### src/rtl/rcm_pkg.sv
// constants shared by the reference clock monitor and switchover block
// assumes a single aclk domain; all pins are sampled by the block itself
package rcm_pkg;
  // register byte offsets (one aligned 32-bit word each)
  localparam logic [7:0] ROFF_CTRL = 8'h00;
  localparam logic [7:0] ROFF_STATUS = 8'h04;
  localparam logic [7:0] ROFF_FBDIV = 8'h08;
  // control register fields
  localparam int CTRL_AUTO_BIT = 0;
  localparam int CTRL_SEL_BIT = 1;
  localparam int CTRL_PBO_BIT = 2;
  localparam logic [2:0] CTRL_RST = 3'h0;
  // status register fields
  localparam int ST_ACK_BIT = 0;
  localparam int ST_LOSS_BIT = 1;
  localparam int ST_LOSS0_BIT = 2;
  localparam int ST_LOSS1_BIT = 3;
  localparam int ST_ARMED_BIT = 4;
  localparam int ST_SWITCHED_BIT = 5;
  localparam int ST_PBO_PEND_BIT = 6;
  // feedback divider reset value
  localparam logic [15:0] FBDIV_RST = 16'h0008;
  // missing feedback edges that declare a reference lost
  localparam logic [1:0] LOSS_EDGES = 2'h3;
  // axi responses
  localparam logic [1:0] RESP_OKAY = 2'h0;
  localparam logic [1:0] RESP_SLVERR = 2'h2;
  // register select codes
  localparam logic [1:0] SEL_CTRL = 2'h0;
  localparam logic [1:0] SEL_STATUS = 2'h1;
  localparam logic [1:0] SEL_FBDIV = 2'h2;
  localparam logic [1:0] SEL_NONE = 2'h3;
  // switchover states
  typedef enum logic [2:0] {
    ST_MANUAL = 3'h1,
    ST_ARMED = 3'h2,
    ST_SWITCHED = 3'h4
  } rcm_state_t;
endpackage

### src/rtl/rcm_activity_monitor.sv
// activity monitor for one reference input
// assumes ref_pin is asynchronous and fb_edge is a one-cycle aclk pulse
`timescale 1ns/1ps
module rcm_activity_monitor (
  input wire logic aclk,
  input wire logic aresetn,
  input wire logic ref_pin,
  input wire logic fb_edge,
  output logic ref_edge,
  output logic ref_level,
  output logic loss
);
  logic [2:0] sync;
  logic seen;
  logic [1:0] miss;
  logic [1:0] next_miss;

  // samplers run through reset so the filtered level starts at the pin level
  always_ff @(posedge aclk) begin
    sync <= {sync[1:0], ref_pin};
  end

  // a change only counts once the second and third stages agree
  // loading the pin level in reset avoids a false edge just after release
  always_ff @(posedge aclk) begin
    if (!aresetn) begin
      ref_level <= sync[2];
    end else if (sync[1] == sync[2]) begin
      ref_level <= sync[2];
    end
  end

  // both transitions are edges
  assign ref_edge = (sync[1] == sync[2]) && (sync[2] != ref_level);

  // an edge landing on the feedback edge is folded in, never lost
  always_ff @(posedge aclk) begin
    if (!aresetn) begin
      seen <= 1'b0;
    end else if (fb_edge) begin
      seen <= 1'b0;
    end else if (ref_edge) begin
      seen <= 1'b1;
    end
  end

  // only presence of edges matters, so many edges are as good as one
  always_comb begin
    next_miss = miss;
    if (seen || ref_edge) begin
      next_miss = 2'h0;
    end else if (miss != rcm_pkg::LOSS_EDGES) begin
      next_miss = miss + 2'h1;
    end
  end

  always_ff @(posedge aclk) begin
    if (!aresetn) begin
      miss <= 2'h0;
      loss <= 1'b0;
    end else if (fb_edge) begin
      miss <= next_miss;
      loss <= (next_miss == rcm_pkg::LOSS_EDGES);
    end
  end
endmodule

### src/rtl/rcm_switchover.sv
// reference clock supervision, selection mux and feedback divider
// assumes one aclk domain; oscillator and reference pins are asynchronous
// assumes an axi4-lite master that keeps one read and one write in flight
//
// Operation
// - each input monitored; selected result drives loss
// - monitors run on the feedback clock
// - feedback clock is oscillator over divider
// - loss after three feedback edges without reference
// - rising and falling transitions both count
// - only presence of transitions matters
// - acknowledge shows index of routed reference
// - armed and loss: switch to other input
// - one reselection per arming, never revert
// - rearm needs mode low then high
// - manual select chooses; value at arming kept
// - after switch, manual select is ignored
// - switch to dead input: ack toggles, loss high
// - build-out triggered only by mux change
// - build-out realigns feedback edge to new reference
//
// The implementer's own choices: the placing of the registers and the AXI4-Lite register port.
`timescale 1ns/1ps
module rcm_switchover #(
  parameter int ADDR_W = 8,
  parameter int DIV_W = 8
) (
  input wire logic aclk,
  input wire logic aresetn,
  input wire logic [ADDR_W-1:0] s_axi_awaddr,
  input wire logic [2:0] s_axi_awprot,
  input wire logic s_axi_awvalid,
  output logic s_axi_awready,
  input wire logic [31:0] s_axi_wdata,
  input wire logic [3:0] s_axi_wstrb,
  input wire logic s_axi_wvalid,
  output logic s_axi_wready,
  output logic [1:0] s_axi_bresp,
  output logic s_axi_bvalid,
  input wire logic s_axi_bready,
  input wire logic [ADDR_W-1:0] s_axi_araddr,
  input wire logic [2:0] s_axi_arprot,
  input wire logic s_axi_arvalid,
  output logic s_axi_arready,
  output logic [31:0] s_axi_rdata,
  output logic [1:0] s_axi_rresp,
  output logic s_axi_rvalid,
  input wire logic s_axi_rready,
  input wire logic vcso_clk_in,
  input wire logic ref_input_zero_p,
  input wire logic ref_input_one_p,
  output logic fb_clk,
  output logic pd_ref_clk,
  output logic ref_ack,
  output logic ref_loss_flag
);
  if (ADDR_W < 4 || ADDR_W > 32) begin : g_bad_addr
    $error("rcm_switchover: ADDR_W must be 4 to 32");
  end
  if (DIV_W < 2 || DIV_W > 16) begin : g_bad_div
    $error("rcm_switchover: DIV_W must be 2 to 16");
  end

  // register decode, shared by the write and read paths
  function automatic logic [1:0] reg_sel(input logic [ADDR_W-1:0] a);
    logic [1:0] s;
    s = rcm_pkg::SEL_NONE;
    if (a == ADDR_W'(rcm_pkg::ROFF_CTRL)) begin
      s = rcm_pkg::SEL_CTRL;
    end else if (a == ADDR_W'(rcm_pkg::ROFF_STATUS)) begin
      s = rcm_pkg::SEL_STATUS;
    end else if (a == ADDR_W'(rcm_pkg::ROFF_FBDIV)) begin
      s = rcm_pkg::SEL_FBDIV;
    end
    return s;
  endfunction

  // software-visible control
  logic auto_mode;
  logic manual_sel;
  logic pbo_en;
  logic [DIV_W-1:0] fb_div;

  // write channel holding
  logic aw_full;
  logic w_full;
  logic [ADDR_W-1:0] aw_addr;
  logic [31:0] w_data;
  logic [3:0] w_strb;
  logic do_write;
  logic [1:0] wsel;

  // oscillator sampling and feedback divider
  logic [2:0] osc_sync;
  logic osc_level;
  logic osc_edge;
  logic [DIV_W-1:0] div_cnt;
  logic [DIV_W-1:0] div_lim;
  logic fb_edge;

  // monitors and selection
  logic edge0;
  logic edge1;
  logic level0;
  logic level1;
  logic loss0;
  logic loss1;
  logic sel_loss;
  logic sel_edge;
  logic sel;
  logic sel_d;
  logic pbo_pending;
  logic pbo_align;
  rcm_pkg::rcm_state_t state;
  logic [31:0] status_word;

  // ---------------- axi4-lite write path ----------------
  assign wsel = reg_sel(aw_addr);
  assign do_write = aw_full && w_full && !s_axi_bvalid;

  always_ff @(posedge aclk) begin
    if (!aresetn) begin
      aw_full <= 1'b0;
      aw_addr <= '0;
      s_axi_awready <= 1'b1;
    end else if (s_axi_awvalid && s_axi_awready) begin
      aw_full <= 1'b1;
      aw_addr <= s_axi_awaddr;
      s_axi_awready <= 1'b0;
    end else if (do_write) begin
      aw_full <= 1'b0;
    end else if (s_axi_bvalid && s_axi_bready) begin
      s_axi_awready <= 1'b1;
    end
  end

  always_ff @(posedge aclk) begin
    if (!aresetn) begin
      w_full <= 1'b0;
      w_data <= 32'h0;
      w_strb <= 4'h0;
      s_axi_wready <= 1'b1;
    end else if (s_axi_wvalid && s_axi_wready) begin
      w_full <= 1'b1;
      w_data <= s_axi_wdata;
      w_strb <= s_axi_wstrb;
      s_axi_wready <= 1'b0;
    end else if (do_write) begin
      w_full <= 1'b0;
    end else if (s_axi_bvalid && s_axi_bready) begin
      s_axi_wready <= 1'b1;
    end
  end

  always_ff @(posedge aclk) begin
    if (!aresetn) begin
      s_axi_bvalid <= 1'b0;
      s_axi_bresp <= rcm_pkg::RESP_OKAY;
    end else if (do_write) begin
      s_axi_bvalid <= 1'b1;
      s_axi_bresp <= (wsel == rcm_pkg::SEL_NONE) ? rcm_pkg::RESP_SLVERR : rcm_pkg::RESP_OKAY;
    end else if (s_axi_bready) begin
      s_axi_bvalid <= 1'b0;
    end
  end

  always_ff @(posedge aclk) begin
    if (!aresetn) begin
      auto_mode <= rcm_pkg::CTRL_RST[rcm_pkg::CTRL_AUTO_BIT];
      manual_sel <= rcm_pkg::CTRL_RST[rcm_pkg::CTRL_SEL_BIT];
      pbo_en <= rcm_pkg::CTRL_RST[rcm_pkg::CTRL_PBO_BIT];
    end else if (do_write && wsel == rcm_pkg::SEL_CTRL && w_strb[0]) begin
      auto_mode <= w_data[rcm_pkg::CTRL_AUTO_BIT];
      manual_sel <= w_data[rcm_pkg::CTRL_SEL_BIT];
      pbo_en <= w_data[rcm_pkg::CTRL_PBO_BIT];
    end
  end

  always_ff @(posedge aclk) begin
    if (!aresetn) begin
      fb_div <= DIV_W'(rcm_pkg::FBDIV_RST);
    end else if (do_write && wsel == rcm_pkg::SEL_FBDIV) begin
      // per-bit lanes avoid a reversed slice when DIV_W is 8
      for (int i = 0; i < DIV_W; i++) begin
        if (w_strb[i / 8]) begin
          fb_div[i] <= w_data[i];
        end
      end
    end
  end

  // ---------------- axi4-lite read path ----------------
  always_comb begin
    status_word = 32'h0;
    status_word[rcm_pkg::ST_ACK_BIT] = ref_ack;
    status_word[rcm_pkg::ST_LOSS_BIT] = ref_loss_flag;
    status_word[rcm_pkg::ST_LOSS0_BIT] = loss0;
    status_word[rcm_pkg::ST_LOSS1_BIT] = loss1;
    status_word[rcm_pkg::ST_ARMED_BIT] = (state == rcm_pkg::ST_ARMED);
    status_word[rcm_pkg::ST_SWITCHED_BIT] = (state == rcm_pkg::ST_SWITCHED);
    status_word[rcm_pkg::ST_PBO_PEND_BIT] = pbo_pending;
  end

  always_ff @(posedge aclk) begin
    if (!aresetn) begin
      s_axi_arready <= 1'b1;
      s_axi_rvalid <= 1'b0;
      s_axi_rdata <= 32'h0;
      s_axi_rresp <= rcm_pkg::RESP_OKAY;
    end else if (s_axi_arvalid && s_axi_arready) begin
      s_axi_arready <= 1'b0;
      s_axi_rvalid <= 1'b1;
      s_axi_rresp <= rcm_pkg::RESP_OKAY;
      case (reg_sel(s_axi_araddr))
        rcm_pkg::SEL_CTRL: begin
          s_axi_rdata <= 32'({pbo_en, manual_sel, auto_mode});
        end
        rcm_pkg::SEL_STATUS: begin
          s_axi_rdata <= status_word;
        end
        rcm_pkg::SEL_FBDIV: begin
          s_axi_rdata <= 32'(fb_div);
        end
        default: begin
          s_axi_rdata <= 32'h0;
          s_axi_rresp <= rcm_pkg::RESP_SLVERR;
        end
      endcase
    end else if (s_axi_rvalid && s_axi_rready) begin
      s_axi_rvalid <= 1'b0;
      s_axi_arready <= 1'b1;
    end
  end

  // ---------------- oscillator and feedback divider ----------------
  always_ff @(posedge aclk) begin
    if (!aresetn) begin
      osc_sync <= 3'h0;
    end else begin
      osc_sync <= {osc_sync[1:0], vcso_clk_in};
    end
  end

  always_ff @(posedge aclk) begin
    if (!aresetn) begin
      osc_level <= 1'b0;
    end else if (osc_sync[1] == osc_sync[2]) begin
      osc_level <= osc_sync[2];
    end
  end

  assign osc_edge = (osc_sync[1] == osc_sync[2]) && (osc_sync[2] != osc_level);
  // a zero divider would never toggle, so it runs as divide by one
  assign div_lim = (fb_div == '0) ? '0 : fb_div - DIV_W'(1);
  // feedback toggles every fb_div oscillator edges: one period per fb_div cycles
  assign fb_edge = osc_edge && (div_cnt >= div_lim);

  always_ff @(posedge aclk) begin
    if (!aresetn) begin
      div_cnt <= '0;
    end else if (pbo_align) begin
      div_cnt <= div_lim;
    end else if (osc_edge) begin
      div_cnt <= fb_edge ? '0 : div_cnt + DIV_W'(1);
    end
  end

  always_ff @(posedge aclk) begin
    if (!aresetn) begin
      fb_clk <= 1'b0;
    end else if (fb_edge) begin
      fb_clk <= ~fb_clk;
    end
  end

  // ---------------- activity monitors ----------------
  rcm_activity_monitor u_mon0 (
    .aclk(aclk),
    .aresetn(aresetn),
    .ref_pin(ref_input_zero_p),
    .fb_edge(fb_edge),
    .ref_edge(edge0),
    .ref_level(level0),
    .loss(loss0)
  );

  rcm_activity_monitor u_mon1 (
    .aclk(aclk),
    .aresetn(aresetn),
    .ref_pin(ref_input_one_p),
    .fb_edge(fb_edge),
    .ref_edge(edge1),
    .ref_level(level1),
    .loss(loss1)
  );

  assign sel_loss = sel ? loss1 : loss0;
  assign sel_edge = sel ? edge1 : edge0;

  // ---------------- switchover state machine ----------------
  // a switch to a dead input still happens; its own monitor then keeps loss up
  always_ff @(posedge aclk) begin
    if (!aresetn) begin
      state <= rcm_pkg::ST_MANUAL;
      sel <= 1'b0;
    end else begin
      case (state)
        rcm_pkg::ST_MANUAL: begin
          sel <= manual_sel;
          if (auto_mode) begin
            state <= rcm_pkg::ST_ARMED;
          end
        end
        rcm_pkg::ST_ARMED: begin
          if (!auto_mode) begin
            state <= rcm_pkg::ST_MANUAL;
          end else if (sel_loss) begin
            sel <= ~sel;
            state <= rcm_pkg::ST_SWITCHED;
          end
        end
        rcm_pkg::ST_SWITCHED: begin
          // manual select and later losses have no effect here
          if (!auto_mode) begin
            state <= rcm_pkg::ST_MANUAL;
          end
        end
        default: begin
          state <= rcm_pkg::ST_MANUAL;
          sel <= 1'b0;
        end
      endcase
    end
  end

  // ---------------- phase build-out ----------------
  always_ff @(posedge aclk) begin
    if (!aresetn) begin
      sel_d <= 1'b0;
    end else begin
      sel_d <= sel;
    end
  end

  // waits for the first edge of the new reference, the nearest phase point
  assign pbo_align = pbo_pending && sel_edge;

  always_ff @(posedge aclk) begin
    if (!aresetn) begin
      pbo_pending <= 1'b0;
    end else if (pbo_en && (sel != sel_d)) begin
      pbo_pending <= 1'b1;
    end else if (pbo_align || !pbo_en) begin
      pbo_pending <= 1'b0;
    end
  end

  // ---------------- outputs ----------------
  always_ff @(posedge aclk) begin
    if (!aresetn) begin
      ref_ack <= 1'b0;
      ref_loss_flag <= 1'b0;
      pd_ref_clk <= 1'b0;
    end else begin
      ref_ack <= sel;
      ref_loss_flag <= sel_loss;
      pd_ref_clk <= sel ? level1 : level0;
    end
  end
endmodule
### config.mk
export PLATFORM = sky130hd
export DESIGN_NAME = rcm_switchover
export DESIGN_NICKNAME = d
export VERILOG_FILES = /design/src/rtl/rcm_pkg.sv /design/src/rtl/rcm_activity_monitor.sv /design/src/rtl/rcm_switchover.sv
export SDC_FILE = /design/constraint.sdc
export NUM_CORES = 1
export LEC_CHECK = 0
export BUFFER_PORTS_ARGS = -buffer_cell sky130_fd_sc_hd__buf_2
export CAP_MARGIN = 20
export CORE_AREA = 2 2 87 89
export DETAILED_ROUTE_END_ITERATION = 16
export DIE_AREA = 0 0 89 91
export PLACE_DENSITY = 0.93
export SLEW_MARGIN = 15
export SYNTH_ARGS = -nofsm -noshare
export SYNTH_HDL_FRONTEND = slang
export SYNTH_SLANG_ARGS = --single-unit
### constraint.sdc
create_clock -name aclk -period 4.7 [get_ports aclk]
set_clock_uncertainty 0.05 [all_clocks]
set_input_delay 0.47 -clock aclk [delete_from_list [all_inputs] [get_ports aclk]]
set_output_delay 0.47 -clock aclk [all_outputs]
set_load 0.02 [all_outputs]
==> metrics.md <==
| Metric | Value |
|---|---|
| Worst R2R Start | `fb_div[0]` |
| Synth top area share | `40.8%` |
| Row count | `31` |
| Num ports | `113` |
| H-tree levels | `3` |
| Clk sinks | `82` |
| Die area | `8100 µm²` |
| Post-DRT Antenna Nets | `0` |
| Critical path type | `reg2reg` |
| Tmin final | `3.60 ns` |
| Post-CTS sizing | `0` |
| Cell Pwr Density | `331 nW/µm²` |
| Warnings from Yosys | `0` |
| Final Cycle Share | `76.7%` |
| HPWL after detailed placement | `6040 µm` |
| Leak pwr | `1.78 nW` |
| DR pass1 iterations | `4` |
| Initial antenna violation count | `0` |
| Critical Path AT | `3.80 ns` |
| Crit end category | `flip-flop` |
| Grt ovf | `0` |
| DR vias/cell | `5.45` |
| Top FF cell, synth | `dfxtp_1` |
| Worst-path clk slew | `0.09 ns` |
| Post-synth EDFFs | `2` |
| Largest net degree at the start of global routing | `46` |
| Final setup TNS | `0 ns` |
| Drt wl/cell | `13.7 µm` |
| Die Y | `91 µm` |
| Postcts setup bufs | `0` |
| Root buffer cell | `clkbuf_8` |
| FILL cells | `614` |
| Hold path startpoint | `ref_input_zero_p` |
| Class of the worst hold path | `in2reg` |
| Max_cap viols | `0` |
| Via count | `3363` |
| CTS buffer count | `9` |
| Seq/Total Area, Yosys | `42.3%` |
| Starting Density | `55.0%` |
| DR iter-0 viols | `171` |
| Post-synth top cells | `dfxtp_1 (80), nand2_1 (79), a21oi_1 (42)` |
| Area taken by multi-input logic gates | `2040 µm²` |
| Rel. slew slack | `35.6%` |
| Fmax | `278 MHz` |
| Final hold viol count | `0` |
| Longest Clk Path Bufs | `2` |
| Worst-margin pin slew | `0.958 ns` |
| Fraction of registers with async set/reset | `0%` |
| Peak VDD IR | `0.000237 V` |
| First-pass GRT wire length | `13900 µm` |
| DRC viols | `0` |
| Vias in the first global route | `3208` |
| Nets | `591` |
| Hold-fix buffers, CTS | `0` |
| Mapped Avg Cell Area | `8.44 µm²` |
| Antenna diode count | `0` |
| Slowest stage delay, CP | `0.82 ns` |
| CTS tree | `done` |
| Area Overhead vs Synth | `11.2%` |
| Min Hold Slack | `0.172 ns` |
| Buffer and inverter count on the worst path | `3` |
| Crit path cell chain | `inv_1 > ha_1 > nor3b_1 > and2_1 > or2_2 > ha_1 > inv_1 > o21a_1 > o31ai_1 > buf_4 > o211ai_1 > and3_1` |
| Max-slew violation count | `0` |
| Max stage delay cell, worst path | `o31ai_1` |
| Placer congestion estimate | `0.878` |
| Worst skew pair latency | `0.35 ns` |
| Worst Path Required | `4.90 ns` |
| Status | `complete, no violations` |
| Final non-filler cell total | `617` |
| Most frequent cell after synthesis | `dfxtp_1` |
| Synth cell types | `60` |
| CP delay by family, top | `compound AO/OA/AOI/OAI gates` |
| Endpoints failing setup | `0` |
| Worst Setup SP | `fb_div[0]` |
| Crit start category | `flip-flop` |
| Width of the die | `89 µm` |
| Synth area leader | `dfxtp_1` |
| Gr usage total | `21.5%` |
| Inst Count DP | `601` |
| IO buf count | `53` |
| Syn Inst Count | `465` |
| Reg area | `1660 µm²` |
| Crit path max fanout | `7` |
| Synth top area cells | `dfxtp_1 (41%), nand2_1 (7.6%), a21oi_1 (5.4%)` |
| Cell area after synthesis | `3930 µm²` |
| Layout cells sized above 1 | `16.4%` |
| CORE AREA | `7140 µm²` |
| RSZ-0062 raised after global routing | `no` |
| Synth Register Bits | `82` |
| Total wire length | `8440 µm` |
## flip-flops by register name, indices dropped and copies added, names as in the netlist, 2 cells and up
| register | count |
|---|---|
| u_mon1.sync | 3 |
| fb_div | 8 |
| osc_sync | 3 |
| u_mon0.sync | 3 |
| div_cnt | 8 |
| u_mon0.miss | 2 |
| u_mon1.miss | 2 |
| w_data | 8 |
| s_axi_rdata | 8 |
| state | 3 |
| aw_addr | 8 |
## worst register-to-register path, cell delays in order (launching register included)
cell and delay [ns]:
dfxtp_1 0.48, inv_1 0.09, ha_1 0.27, nor3b_1 0.17, and2_1 0.20, or2_2 0.30, ha_1 0.28, inv_1 0.04
o21a_1 0.20, o31ai_1 0.82, buf_4 0.28, o211ai_1 0.10, and3_1 0.21
## cells in the final DEF, fill, tap and decap left out, drive strengths merged, types with 3 or more instances in the layout
master / Yosys / routed
dfxtp: 80 / 80
nand2: 80 / 80
buf: 31 / 55
a21oi: 43 / 43
nor2: 38 / 38
conb: 1 / 26
o21ai: 19 / 19
mux2i: 17 / 17
nor3: 17 / 17
inv: 8 / 11
ha: 10 / 10
and2: 10 / 10
nand3: 9 / 9
clkbuf: 12 / 9
nor2b: 8 / 8
a22oi: 7 / 7
nor4: 6 / 6
xor2: 6 / 6
nand2b: 6 / 6
nand4: 5 / 5
o311a: 5 / 5
nor3b: 4 / 4
or3: 4 / 4
nand3b: 4 / 4
or2: 3 / 3
a211oi: 3 / 3
a31oi: 3 / 3
## cells by family (layout without fill, tap and decap cells)
group                      count (synthesis)  count (layout)  share of synthesized area, %
DFF                                       82              82                          42.3
adders and majority gates                 10              10                          3.19
other                                      1              26                        0.0955
and+or+nand+nor                          200             200                          24.5
muxes                                     18              18                          4.62
AOI/OAI and AO/OA                         94              94                          15.4
xor gates and xnor gates                   8               8                          1.78
buffers and inverters                     52              80                          8.03
## final timing paths
path                    endpoint  slack [ns]  cells after the start
setup / recovery      div_cnt[1]        1.10                     12
hold / removal    u_mon0.sync[0]        0.17                      1
setup reg to reg      div_cnt[1]        1.10                     12
hold reg to reg   u_mon1.sync[1]        0.28                      0
## per-stage QoR
stage	power, mW	instance area (µm²)	util, %	worst slack [ns]
final	1.45	4370	61.2	1.10
after global routing	1.50	4370	61.2	0.906
after CTS	1.45	4370	61.2	1.09
after detailed placement	0.887	4140	58.0	1.15
after global placement	0.880	4140	58.0	1.35
after floorplan	0.865	4020	-	1.86
## report_power, final
group	internal [mW]	total [mW]	switching, mW	leakage, nW
logic	0.0428	0.132	0.0889	0.992
registers	0.722	0.740	0.0181	0.673
clock network	0.304	0.574	0.270	0.112
total	1.07	1.45	0.377	1.78
## final cells by class
cell class                 count  area share (%)
clock buffer                   9            2.84
clock inverter                 7            2.26
inverter                       9           0.774
multi-input combinational    356            46.8
sequential                    82            38.1
tap                           99            2.84
timing repair buffer          55            6.42
## layer usage
layer	track usage, %	part of all wire (%)	up-vias
li1	-	-	1674
met1	26.1	42	1544
met2	36.8	50	130
met3	4.36	5.9	15
met4	7.84	1.5	0
met5	0	0	-
(Power assumes the default switching activity.)
